### config.mk
export PLATFORM = sky130hd
export DESIGN_NAME = iopc_ctrl
export DESIGN_NICKNAME = d
export VERILOG_FILES = /design/src/hdl/iopc_pkg.sv /design/src/hdl/iopc_ctrl.sv
export VERILOG_INCLUDE_DIRS = /design/src /design/src/hdl
export SDC_FILE = /design/constraint.sdc
export NUM_CORES = 1
export LEC_CHECK = 0
export BUFFER_PORTS_ARGS = -buffer_cell sky130_fd_sc_hd__buf_2
export CAP_MARGIN = 0
export CORE_ASPECT_RATIO = 1.5
export CORE_MARGIN = 2
export CORE_UTILIZATION = 45
export DETAILED_ROUTE_END_ITERATION = 16
export GPL_ROUTABILITY_DRIVEN = 0
export PLACE_DENSITY = 0.82
export SLEW_MARGIN = 20
export SYNTH_ARGS = -nofsm -noshare
export SYNTH_HDL_FRONTEND = slang
export SYNTH_SLANG_ARGS = --single-unit
### constraint.sdc
create_clock -name clock -period 4.46 [get_ports clock]
set_clock_uncertainty 0.05 [all_clocks]
set_input_delay 0.669 -clock clock [delete_from_list [all_inputs] [get_ports clock]]
set_output_delay 0.669 -clock clock [all_outputs]
set_load 0.02 [all_outputs]
### src/hdl/iopc_cfg.svh
// Constants for the interrupt option and low-power control block
`ifndef IOPC_CFG_SVH
`define IOPC_CFG_SVH
`define IOPC_ADDR_MODE_CFG  8'hc8
`define IOPC_ADDR_CORE_CTL  8'hcc
`define IOPC_ADDR_STATUS    8'hd0
`define IOPC_ADDR_STAB      8'hd4
`define IOPC_MODE_RESET     8'h00
`define IOPC_BIT_LEVEL      6
`define IOPC_BIT_EDGE_POL   5
`define IOPC_BIT_GLOBAL_EN  4
`define IOPC_MODE_USED_MASK 8'h70
`define IOPC_STAB_DEFAULT   16'h0100
`define IOPC_RESP_OKAY      2'h0
`define IOPC_RESP_SLVERR    2'h2
`endif

### src/hdl/iopc_pkg.sv
// Types for the interrupt option and low-power control block
package iopc_pkg;
  typedef enum logic [1:0] {ST_RUN, ST_WAIT, ST_STOP, ST_STAB} iopc_pwr_t;
  typedef enum logic [1:0] {CTX_MAIN, CTX_IRQ, CTX_NMI} iopc_ctx_t;
  // Peripheral and pin event inputs
  typedef struct packed {
    logic       nmi_line;
    logic       src1_line;
    logic       src2_line;
    logic       timer_overflow_flag;
    logic       timer_interrupt_mask;
    logic       converter_eoc_flag;
    logic       converter_interrupt_mask;
    logic       reload_overflow_flag;
    logic       reload_overflow_enable;
    logic       compare_match_flag;
    logic       compare_match_enable;
    logic       input_edge_flag;
    logic       input_edge_enable;
  } iopc_events_t;
  // Core sequencing inputs
  typedef struct packed {
    logic       instr_end;
    logic       wait_exec;
    logic       stop_exec;
    logic       watchdog_active;
    logic       irq_enter;
    logic       nmi_enter;
    logic       reti;
  } iopc_core_in_t;
  // Core facing outputs
  typedef struct packed {
    logic [4:0] vec_req;
    logic       halt;
    logic       osc_stop;
    logic       take_irq;
    logic       skip_halt;
  } iopc_core_out_t;
  // Whole block state
  typedef struct packed {
    logic [7:0] mode_cfg;
    logic       nmi_latch;
    logic       src1_latch;
    logic       src2_latch;
    logic       src1_prev;
    logic       src2_prev;
    logic       nmi_prev;
    iopc_pwr_t  pwr;
    iopc_ctx_t  ctx;
    iopc_ctx_t  ctx_save;
    logic [15:0] stab_cnt;
    logic [15:0] stab_len;
    logic       wdg_sw_en;
    logic       wake_seen;
    logic       awvalid_seen;
    logic [7:0] awaddr;
    logic       wvalid_seen;
    logic [7:0] wdata;
    logic       bvalid;
    logic [1:0] bresp;
    logic       rvalid;
    logic [31:0] rdata;
    logic [1:0] rresp;
  } iopc_state_t;
endpackage

### src/hdl/iopc_ctrl.sv
// Interrupt option register, vector routing and WAIT/STOP control
`timescale 1ns/10ps
`default_nettype none
`include "iopc_cfg.svh"

// Notes on behaviour
// RULE_01: Mode register at 0C8h, byte writes only, reset to 00h.
// RULE_02: Bit 7 and bits 3 to 0 have no function.
// RULE_03: Level-select one makes source 1 level sensitive, zero edge.
// RULE_04: Edge-polarity bit picks the active edge of source 2.
// RULE_05: Polarity one means rising edges, zero means falling edges.
// RULE_06: Global enable set enables all; clear disables all except non-maskable.
// RULE_07: Global enable clear: non-maskable still serviced but never wakes.
// RULE_08: Edge latch set by edge, cleared at routine start, first edge kept.
// RULE_09: Masked timer overflow and converter end request vector 4.
// RULE_10: Enabled reload overflow, compare, input edge request vector 3.
// RULE_11: Ports A and B request vector 1, port C vector 2.
// RULE_12: WAIT halts instructions, oscillator and peripherals keep running.
// RULE_13: Interrupt wake from WAIT adds no stabilisation delay.
// RULE_14: STOP halts and stops oscillator, waits interrupt or reset.
// RULE_15: With watchdog active, STOP acts as WAIT.
// RULE_16: Wake from STOP holds off first instruction for stabilisation delay.
// RULE_17: Reset during WAIT or STOP starts normal reset sequence.
// RULE_18: From main routine, waking interrupt is serviced first.
// RULE_19: From non-maskable routine, wake resumes next instruction, no service.
// RULE_20: From normal routine, normal wake continues routine; pending later.
// RULE_21: From normal routine, non-maskable wake is serviced first.
// RULE_22: WAIT or STOP skipped when enabled request already pending.
// RULE_23: Wake-up leaves the oscillator selection unchanged.
// RULE_24: Reads of the mode register return zero, contents untouched.
module iopc_ctrl (
  input  wire logic                   clock,
  input  wire logic                   sys_rst,
  input  wire logic [7:0]             s_axi_awaddr,
  input  wire logic                   s_axi_awvalid,
  output logic                        s_axi_awready,
  input  wire logic [31:0]            s_axi_wdata,
  input  wire logic [3:0]             s_axi_wstrb,
  input  wire logic                   s_axi_wvalid,
  output logic                        s_axi_wready,
  output logic [1:0]                  s_axi_bresp,
  output logic                        s_axi_bvalid,
  input  wire logic                   s_axi_bready,
  input  wire logic [7:0]             s_axi_araddr,
  input  wire logic                   s_axi_arvalid,
  output logic                        s_axi_arready,
  output logic [31:0]                 s_axi_rdata,
  output logic [1:0]                  s_axi_rresp,
  output logic                        s_axi_rvalid,
  input  wire logic                   s_axi_rready,
  input  wire iopc_pkg::iopc_events_t  events,
  input  wire logic [7:0]             port_a_irq,
  input  wire logic [7:0]             port_b_irq,
  input  wire logic [7:0]             port_c_irq,
  input  wire iopc_pkg::iopc_core_in_t core_in,
  output iopc_pkg::iopc_core_out_t     core_out
);

  // ----------------------------------------------------------------
  // State and combinational helpers
  // ----------------------------------------------------------------
  iopc_pkg::iopc_state_t q;
  iopc_pkg::iopc_state_t d;
  logic       gen_en;
  logic       src1_req;
  logic [4:0] req;
  logic       maskable_pend;
  logic       wake;
  logic       wr_go;
  logic       rd_go;

  // Reads return a register image; mode register is write-only
  function automatic logic [31:0] rd_image(input logic [7:0] a, input iopc_pkg::iopc_state_t s);
    rd_image = 32'h0000_0000;
    case (a)
      `IOPC_ADDR_MODE_CFG: rd_image = 32'h0000_0000; // [RULE_24]
      `IOPC_ADDR_CORE_CTL: rd_image = {31'h0000_0000, s.wdg_sw_en};
      `IOPC_ADDR_STATUS:   rd_image = {24'h00_0000, s.ctx, s.pwr, s.nmi_latch,
                                       s.src1_latch, s.src2_latch, s.wake_seen};
      `IOPC_ADDR_STAB:     rd_image = {16'h0000, s.stab_len};
      default:             rd_image = 32'h0000_0000;
    endcase
  endfunction

  // Known address check, used by both channels
  function automatic logic addr_ok(input logic [7:0] a);
    addr_ok = (a == `IOPC_ADDR_MODE_CFG) || (a == `IOPC_ADDR_CORE_CTL) ||
              (a == `IOPC_ADDR_STATUS) || (a == `IOPC_ADDR_STAB);
  endfunction

  // ----------------------------------------------------------------
  // Request routing
  // ----------------------------------------------------------------
  always_comb begin
    gen_en   = q.mode_cfg[`IOPC_BIT_GLOBAL_EN];
    // Level mode follows the low line directly, edge mode uses the latch
    src1_req = q.mode_cfg[`IOPC_BIT_LEVEL] ? ~events.src1_line : q.src1_latch; // [RULE_03]
    req[0]   = q.nmi_latch;
    req[1]   = src1_req | (|port_a_irq) | (|port_b_irq); // [RULE_11]
    req[2]   = q.src2_latch | (|port_c_irq); // [RULE_11]
    req[3]   = (events.reload_overflow_flag & events.reload_overflow_enable) |
               (events.compare_match_flag & events.compare_match_enable) |
               (events.input_edge_flag & events.input_edge_enable); // [RULE_10]
    req[4]   = (events.timer_overflow_flag & events.timer_interrupt_mask) |
               (events.converter_eoc_flag & events.converter_interrupt_mask); // [RULE_09]
    maskable_pend = gen_en & (|req[4:1]); // [RULE_06]
    // Only an enabled request wakes; the non-maskable one needs enable too
    wake     = gen_en & (|req); // [RULE_07]
  end

  // ----------------------------------------------------------------
  // Next state
  // ----------------------------------------------------------------
  always_comb begin
    d = q;
    s_axi_awready = ~q.awvalid_seen & ~q.bvalid;
    s_axi_wready  = ~q.wvalid_seen & ~q.bvalid;
    s_axi_arready = ~q.rvalid;
    wr_go = 1'b0;
    rd_go = s_axi_arvalid & s_axi_arready;
    core_out.vec_req   = {req[4:1] & {4{gen_en}}, req[0]}; // [RULE_06]
    core_out.halt      = (q.pwr != iopc_pkg::ST_RUN); // [RULE_12]
    core_out.osc_stop  = (q.pwr == iopc_pkg::ST_STOP); // [RULE_14]
    core_out.skip_halt = (core_in.wait_exec | core_in.stop_exec) &
                         (maskable_pend | q.nmi_latch); // [RULE_22]
    core_out.take_irq  = 1'b0;

    // Write channel capture
    if (s_axi_awvalid & s_axi_awready) begin
      d.awvalid_seen = 1'b1;
      d.awaddr = s_axi_awaddr;
    end
    if (s_axi_wvalid & s_axi_wready) begin
      d.wvalid_seen = 1'b1;
      d.wdata = s_axi_wdata[7:0];
      // With byte lane 0 strobe clear the write still lands, but stores zero
      if (!s_axi_wstrb[0]) begin
        d.wdata = 8'h00;
      end
    end
    if (d.awvalid_seen & d.wvalid_seen & ~q.bvalid) begin
      wr_go = 1'b1;
      d.awvalid_seen = 1'b0;
      d.wvalid_seen = 1'b0;
      d.bvalid = 1'b1;
      d.bresp = addr_ok(d.awaddr) ? `IOPC_RESP_OKAY : `IOPC_RESP_SLVERR;
      case (d.awaddr)
        `IOPC_ADDR_MODE_CFG: d.mode_cfg = d.wdata & `IOPC_MODE_USED_MASK; // [RULE_01] [RULE_02]
        `IOPC_ADDR_CORE_CTL: d.wdg_sw_en = d.wdata[0];
        `IOPC_ADDR_STAB:     d.stab_len = {8'h00, d.wdata};
        default: ;
      endcase
    end
    if (q.bvalid & s_axi_bready) begin
      d.bvalid = 1'b0;
    end
    if (rd_go) begin
      d.rvalid = 1'b1;
      d.rdata  = rd_image(s_axi_araddr, q);
      d.rresp  = addr_ok(s_axi_araddr) ? `IOPC_RESP_OKAY : `IOPC_RESP_SLVERR;
    end else if (q.rvalid & s_axi_rready) begin
      d.rvalid = 1'b0;
    end

    // Edge detectors; a latch holds only the first edge until service
    d.src1_prev = events.src1_line;
    d.src2_prev = events.src2_line;
    d.nmi_prev  = events.nmi_line;
    if (q.nmi_prev & ~events.nmi_line) begin
      d.nmi_latch = 1'b1;
    end else if (core_in.nmi_enter) begin
      d.nmi_latch = 1'b0;
    end
    if (q.src1_prev & ~events.src1_line & ~q.mode_cfg[`IOPC_BIT_LEVEL]) begin
      d.src1_latch = 1'b1; // [RULE_08]
    end else if (core_in.irq_enter | q.mode_cfg[`IOPC_BIT_LEVEL]) begin
      d.src1_latch = 1'b0; // [RULE_08]
    end
    if (q.mode_cfg[`IOPC_BIT_EDGE_POL] ? (~q.src2_prev & events.src2_line)
                                       : (q.src2_prev & ~events.src2_line)) begin
      d.src2_latch = 1'b1; // [RULE_04] [RULE_05]
    end else if (core_in.irq_enter) begin
      d.src2_latch = 1'b0;
    end

    // Routine context tracking
    if (core_in.nmi_enter) begin
      d.ctx_save = q.ctx;
      d.ctx = iopc_pkg::CTX_NMI;
    end else if (core_in.irq_enter) begin
      d.ctx = iopc_pkg::CTX_IRQ;
    end else if (core_in.reti) begin
      d.ctx = (q.ctx == iopc_pkg::CTX_NMI) ? q.ctx_save : iopc_pkg::CTX_MAIN;
    end

    // Halting instruction clears the wake flag; a wake in the same cycle wins
    if (core_in.wait_exec | core_in.stop_exec) begin
      d.wake_seen = 1'b0;
    end
    // Power state sequencing; oscillator selection is never touched here
    case (q.pwr)
      iopc_pkg::ST_RUN: begin
        if (!core_out.skip_halt) begin
          if (core_in.stop_exec & ~core_in.watchdog_active & ~q.wdg_sw_en) begin
            d.pwr = iopc_pkg::ST_STOP; // [RULE_14]
          end else if (core_in.wait_exec | core_in.stop_exec) begin
            d.pwr = iopc_pkg::ST_WAIT; // [RULE_15]
          end
        end
        // Service decision: NMI outside its own routine, maskable only from main
        core_out.take_irq = core_in.instr_end &
                            ((q.nmi_latch & (q.ctx != iopc_pkg::CTX_NMI)) |
                             (maskable_pend & (q.ctx == iopc_pkg::CTX_MAIN))); // [RULE_19]
      end
      iopc_pkg::ST_WAIT: begin
        if (wake) begin
          d.pwr = iopc_pkg::ST_RUN; // [RULE_13]
          d.wake_seen = 1'b1;
        end
      end
      iopc_pkg::ST_STOP: begin
        if (wake) begin
          d.pwr = iopc_pkg::ST_STAB; // [RULE_16]
          d.stab_cnt = q.stab_len;
          d.wake_seen = 1'b1;
        end
      end
      iopc_pkg::ST_STAB: begin
        if (q.stab_cnt <= 16'h0001) begin
          d.pwr = iopc_pkg::ST_RUN; // [RULE_16] [RULE_23]
        end else begin
          d.stab_cnt = q.stab_cnt - 16'h0001;
        end
      end
      default: d.pwr = iopc_pkg::ST_RUN;
    endcase
    // Service selection on wake follows the prior context
    if (q.pwr != iopc_pkg::ST_RUN && d.pwr == iopc_pkg::ST_RUN) begin
      case (q.ctx)
        iopc_pkg::CTX_MAIN: core_out.take_irq = 1'b1; // [RULE_18]
        iopc_pkg::CTX_NMI:  core_out.take_irq = 1'b0; // [RULE_19]
        iopc_pkg::CTX_IRQ:  core_out.take_irq = q.nmi_latch; // [RULE_20] [RULE_21]
        default:            core_out.take_irq = 1'b0;
      endcase
    end
    s_axi_bvalid = q.bvalid;
    s_axi_bresp  = q.bresp;
    s_axi_rvalid = q.rvalid;
    s_axi_rdata  = q.rdata;
    s_axi_rresp  = q.rresp;
  end

  // ----------------------------------------------------------------
  // State register
  // ----------------------------------------------------------------
  always_ff @(posedge clock) begin
    if (sys_rst) begin
      q <= '0; // [RULE_17]
      q.mode_cfg <= `IOPC_MODE_RESET; // [RULE_01]
      q.stab_len <= `IOPC_STAB_DEFAULT;
      q.src1_prev <= 1'b1;
      q.src2_prev <= 1'b1;
      q.nmi_prev <= 1'b1;
    end else begin
      q <= d;
    end
  end
endmodule
`default_nettype wire

### Word-level counts from Yosys, hierarchy flattened

Index checks and enable logic that the tools add are counted.

* word-level logic and storage cells: 158
* bits in registers: 98
* input port bits: 103

* reductions and logical operators: 31
* add/sub/neg operators: 1
* magnitude comparators: 1
* bitwise operators: 49
* equal/unequal tests: 16
* muxes and demuxes: 36

Operators by type and width (number)
* $eq 8x8->1 const B: 8
* $mux 16: 2
* $pmux 16 s2: 1
* $and 1x1->1: 27
* $pmux 9 s3: 1
* $mux 2: 12
* $reduce_or 8->1: 3
* $mux 9: 2
* $le 16x1->1 const B: 1
* $sub 16x1->16 const B: 1
* $mux 1: 15
* $reduce_bool 2->1: 7
* $not 1->1: 11
* $or 1x1->1: 10
* $mux 8: 1
* $pmux 2 s4: 1
* $reduce_or 2->1: 4
* $eq 2x2->1 const B: 3
* $logic_not 2->1: 3
* $logic_or 1x1->1: 6
* $reduce_and 2->1: 3
* $reduce_or 5->1: 1
* $and 4x4->4: 1
* $eq 2x1->1 const B: 2
* other kinds (7): 8

### Logic depth before layout (Yosys ltp)

Gate-level depths: netlist of run 1.

* depth in word-level cells: 13
* depth in mapped cells: 9
* mapped depth without buffers: 7

### Worst setup path after synthesis of run 1

No wires, ideal clock.

* kind: input port to output port
* start point: input port events[5] (netlist name)
* end point: output port core_out[1] (netlist name)
* stages: 6
* slack: 1.625 ns
* buffers on the path: 0
* data arrival time: 2.116 ns
* cell sequence: a222oi_1 > nand3b_1 > o41ai_1 > a221oi_1 > o21ai_0 > o21ai_0

RTL lines
* from (decl): line iopc_ctrl.sv:51 `input wire iopc_pkg::iopc_events_t events,`
* to (decl): line iopc_ctrl.sv:56 `output iopc_pkg::iopc_core_out_t core_out`

==> metrics.txt, run 1 <==
clock period minus worst slack=3.27 ns; WS Path Type=in2out; Commonest cells post-synth=dfxtp_1, nor2_1, nand2_1, a21oi_1, buf_4; clock sinks=73; post-synthesis mux area share=4.25%; CP Max Fanout=5; crit-path max cell delay=0.55 ns; mapped cell area=3880 um2; CTS tree=yes; cell taking the most area after synthesis=dfxtp_1; Hold Vio Cnt, Final=0; Num CTS Buffers=9; post-route clock period utilization=73.3%; Power Dens Cells=371 nW/um2; DRC violations left=0; initial antenna violation count=0; num ports=153; die width=79.8 um; MaxCap Viol Count=0; Starting Density=46.1%; Final Max Slew Viols=0; # fillers=780; CTS clk-pin slew, worst paths=0.05 ns; Root Driver=clkbuf_16; fraction of layout cells with a size suffix above 1=24.1%; top cells by area, synth=dfxtp_1, buf_4, nor2_1; ant diodes=0; # resized after CTS=0; worst-skew pair later-pin latency=0.33 ns; ys async rst share=0%; Worst Slack Setup Final=1.19 ns; core area=8410 um2; top cell type's share of synthesized area=37.6%; Power, Total=0.00171 W; Setup WS pre-CTS=1.18 ns; hold buffer count at cts=0; die area=9400 um2; Primary FF master, synth=dfxtp_1; Hold Path Class=reg2reg; xor/xnor share of the synthesized area=1.13%; cells after synthesis=478; post-synthesis simple-gate area fraction=27.1%; Netlist cell types=68; status=complete, no violations; Startpoint Class=input port; first-pass GRT wire length=15700 um; FF+latch count, synth=73; Iter 0 DRT Violations=204; Antenna Violating Nets Remaining=0; Vias/cell=5.54; wire per inst=14.2 um; leakage power=2.03 nW; worst-margin pin slew=0.928 ns; Detailed Place HPWL=7100 um; GRT Total Usage=20.8%; Rel. slew slack=38.0%; final core occ=54.7%; Detailed Routing Iterations Pass 1=4; count leader, synth=dfxtp_1; Setup Total Neg Slack=0 ns; Slowest-stage cell, CP=o41ai_1; largest net degree at the start of global routing=68; Seq/Total Area, Yosys=37.6%; remaining global-route overflow=0; vias in the first global route=3645; Post-Synth Adder-Cell Area=1.93%; final setup violation count=0; nature of the critical path endpoint=output port; Post-synth EDFFs=0; Max H-tree Level=3; area grow syn2layout=18.5%; # nets final=670; DRT Wirelength=9570 um; Synth Area in Compound Gates=17.4%; crit-path cells=buf_2, nor4_2, o211ai_2, o41ai_1, a221oi_1, o21ai_0, o21ai_0, buf_2; Synth warnings=0; CP arrival=2.55 ns; main combinational cell family by area after synthesis=simple AND/OR/NAND/NOR gates; port bufs=100; worst vdd ir=0.351 mV; Crit path required time=3.74 ns; hold_ws=0.400 ns; FMAX=0.306 GHz; row cnt=41; Clock Tree Buf Depth=2; die span in y=118 um; unrepaired setup endpoints after global routing=no; syn avg cell area=8.12 um2; DR vias=3724; Post-CTS Setup Bufs=0
==> power by group <==
part	total [W]	internal [W]	switching, W	leakage, nW
sequential	0.000694	0.000676	0.0000186	0.594
combinational	0.000218	0.0000805	0.000138	1.27
clock	0.000794	0.000532	0.000262	0.162
total	0.00171	0.00129	0.000418	2.03
==> layer usage <==
layer,vias up,global-route usage [%],share of wire [%]
met1,1756,20.7,38
met5,-,0,0
met3,35,4.22,4.6
li1,1794,-,-
met2,139,38.2,53
met4,0,12.5,4.2
==> cell type report <==
class | instances | area [um2] | area share (%)
multi-input combinational | 361 | 2110 | 45.8
sequential | 73 | 1460 | 31.8
timing repair buffer | 102 | 515 | 11.2
clock buffer | 13 | 270 | 5.88
tap | 107 | 134 | 2.91
clock inverter | 2 | 60.1 | 1.31
inverter | 14 | 52.6 | 1.14
==> metrics by stage <==
| stage | instance area [um2] | cells |
|---|---|---|
| final | 4600 | 672 |
| after global routing | 4600 | 672 |
| after CTS | 4600 | 672 |
| after detailed placement | 4270 | 657 |
| after global placement | 4270 | 657 |
| after floorplan | 3970 | 502 |
==> worst paths after layout <==
check | start | endpoint | slack (ns) | depth (start not counted)
setup / recovery | port_a_irq[1] | core_out[1] | 1.19 | 8
hold / removal | q[96] | core_out[4] | 0.40 | 2
setup reg to reg | q[94] | q[88] | 1.65 | 6
hold reg to reg | q[96] | core_out[4] | 0.40 | 2
==> sequential cells by signal (all words and copies together) (netlist names) <==
register / flops
q: 58
s_axi_rdata: 9
core_out: 1
gen_en: 1
s_axi_bresp: 1
s_axi_bvalid: 1
s_axi_rresp: 1
s_axi_rvalid: 1
==> logic make-up after synthesis <==
logic type / count (synthesis)
flip-flops: 73
multiplexers: 16
buffers and inverters: 68
AND/OR/NAND/NOR: 209
adder cells (fa/ha/maj): 6
AO/OA/AOI/OAI: 100
XOR/XNOR: 5
other: 1
==> cell usage in the layout (no fill, tap or decap), drive strengths merged, types with 5 or more instances in the layout <==
cell / count
a21o: 6
a21oi: 37
a22oi: 9
a31oi: 5
buf: 102
clkbuf: 13
conb: 25
dfxtp: 73
ha: 6
inv: 14
mux2i: 12
nand2: 53
nand2b: 10
nand3: 15
nor2: 64
nor2b: 9
nor3: 13
nor4: 11
o21ai: 13
or2: 5
==> critical path, delay by kind of cell <==
| kind | cells | cell delay [ns] |
|---|---|---|
| and+or+nand+nor | 1 | 0.30 |
| AOI/OAI and AO/OA | 5 | 1.31 |
| buffers and inverters | 2 | 0.27 |
Power figures use the tool's default switching activity.
==> run 2: changes to the inputs <==
ABC_AREA = 1   (was unset)
PLACE_DENSITY = 0.81   (was 0.82)
clock period = 3.3 ns   (was 4.46 ns; I/O delays follow)
==> run 2 against run 1 <==
  * Final area rose by 4.4%
  * Via count rose by 6.5%
  * Clock power rose by 25%
  * Global-route usage rose by 0.43 points
  * Final cell count rose by 19%
  * Non-clock buffer count did not move
  * Sequential cell count did not move
  * Routed wire length rose by 2.3%
  * Clock-buffer cell count rose by 1
  * Synthesized area rose by 6.1%
  * Power rose by 58%
  * Largest cell class unchanged
==> metrics.txt, run 2 <==
status=complete, no violations; Rel. slew slack=66.2%; FF/Latch Area=1460 um2; Root Driver=clkbuf_16; Starting Density=46.4%; # resized after CTS=0; vias in the first global route=3811; Detailed Routing Iterations Pass 1=5; Synth warnings=0; syn avg cell area=6.84 um2; Antenna Violating Nets Remaining=0; Startpoint Class=flip-flop; Detailed Place HPWL=7580 um; ys async rst share=0%; leakage power=2.28 nW; CP Max Fanout=6; num ports=153; Num CTS Buffers=9; GRT Total Usage=21.2%; WS Path Type=reg2out; most frequent cells in the layout=nand2_1, buf_2, inv_1, nor2_1, dfxtp_1; CTS tree=yes; top cell type's share of synthesized area=35.5%; mapped cell area=4120 um2; # fillers=837; Clock Tree Buf Depth=2; Setup WS pre-CTS=0.814 ns; worst-skew pair later-pin latency=0.33 ns; Design Area, Final=4800 um2; die width=82.1 um; cell taking the most area after synthesis=dfxtp_1; nature of the critical path endpoint=output port; row cnt=42; Iter 0 DRT Violations=280; Power, Total=0.00270 W; count leader, synth=nand2_1; clock period minus worst slack=2.57 ns; DRC violations left=0; Netlist cell types=42; Top reg by flops=q; area of the multi-input gates=2060 um2; Max H-tree Level=3; Post-synth EDFFs=0; worst vdd ir=0.399 mV; die span in y=121 um; top cells by area, synth=dfxtp_1, nand2_1, inv_1; Largest register FFs=58; hold buffer count at cts=0; DRT Wirelength=9790 um; core area=8880 um2; final setup violation count=0; DR vias=3967; placed cell areas=4490 um2; Seq/Total Area, Yosys=35.5%; Hold Path Class=in2reg; Final Max Slew Viols=0; Commonest cells post-synth=nand2_1, inv_1, nor2_1, dfxtp_1, a21oi_1; first-pass GRT wire length=16500 um; area grow syn2layout=16.6%; die area=9950 um2; Crit path required time=2.75 ns; Power Dens Cells=563 nW/um2; Post-CTS Setup Bufs=0; largest net degree at the start of global routing=44; hold_ws=0.292 ns; MaxCap Viol Count=0; post-route clock period utilization=77.7%; initial antenna violation count=0; Setup Total Neg Slack=0 ns; CTS clk-pin slew, worst paths=0.05 ns; Hold Vio Cnt, Final=0; ant diodes=0; port bufs=100; FF+latch count, synth=73; worst-margin pin slew=0.507 ns; Primary FF master, synth=dfxtp_1; Vias/cell=4.96; FMAX=0.390 GHz; fraction of layout cells with a size suffix above 1=20.7%; # nets final=794; remaining global-route overflow=0; cells after synthesis=602; clock sinks=73; unrepaired setup endpoints after global routing=no; wire per inst=12.2 um; Worst Slack Setup Final=0.735 ns; CP arrival=2.02 ns; commonest non-fill, non-tap cell in the layout=nand2_1
-- run 2: cell count changes after synthesis, sizes merged, moves of 9 or more --
cell / delta
o21ai: +42
o22ai: +9
nand4: +9
a22oi: -9
mux2i: -12
nand2: +60
nand3: +11
nor2: +18
a21oi: +12
inv: +72
nand2b: -10
nor2b: -9
-- run 2: power breakdown --
group | total (W) | internal, W | switching [W]
clock | 0.000995 | 0.000646 | 0.000349
sequential | 0.000995 | 0.000951 | 0.0000442
combinational | 0.000712 | 0.000229 | 0.000483
total | 0.00270 | 0.00183 | 0.000876
-- run 2: layout make-up --
type	instances	share of cell area, %
clock inverter	2	0.729
sequential	73	30.4
inverter	86	6.72
multi-input combinational	413	42.8
tap	110	2.87
clock buffer	14	5.70
timing repair buffer	102	10.7
-- run 2: critical path: stages (launching register included) --
cell and delay [ns]:
dfxtp_1 0.31, or2_1 0.22, nor2_1 0.15, nand2_1 0.07, nor2_1 0.09, nand2_1 0.16
nand3_1 0.16, nand2_1 0.07, nand3_1 0.10, nand2_1 0.06, o21bai_1 0.13, buf_2 0.18
-- run 2: kinds of logic after synthesis --
| group | after synthesis | share of synthesized area (%) |
|---|---|---|
| compound gates | 123 | 16.9 |
| xor+xnor | 6 | 1.28 |
| fa+ha+maj | 6 | 1.82 |
| buf+inv | 140 | 16.8 |
| flops | 73 | 35.5 |
| other cells | 1 | 0.0910 |
| simple gates | 253 | 27.7 |
-- run 2: final timing paths --
path | start | endpoint | slack, ns | cells past startpoint
worst min register to register | s_axi_rdata[4] | s_axi_rdata[4] | 0.41 | 2
worst max-delay path | q[99] | core_out[1] | 0.73 | 11
worst max register to register | q[74] | q[80] | 1.02 | 12
worst min-delay path | s_axi_bready | s_axi_bvalid | 0.29 | 2
-- run 2: through the flow --
stage               instances  utilization, %
global route              800            54.1
finish                    800            54.1
floorplan                 626               -
detailed placement        784            50.6
CTS                       800            54.1
global placement          784            50.6
-- run 2: layer usage --
| layer | track usage (%) | vias up | wire, um |
|---|---|---|---|
| met4 | 11.1 | 0 | 298 |
| li1 | - | 2048 | - |
| met3 | 3.27 | 20 | 380 |
| met1 | 22.6 | 1785 | 3810 |
| met5 | 0 | - | 0 |
| met2 | 38.7 | 114 | 5300 |
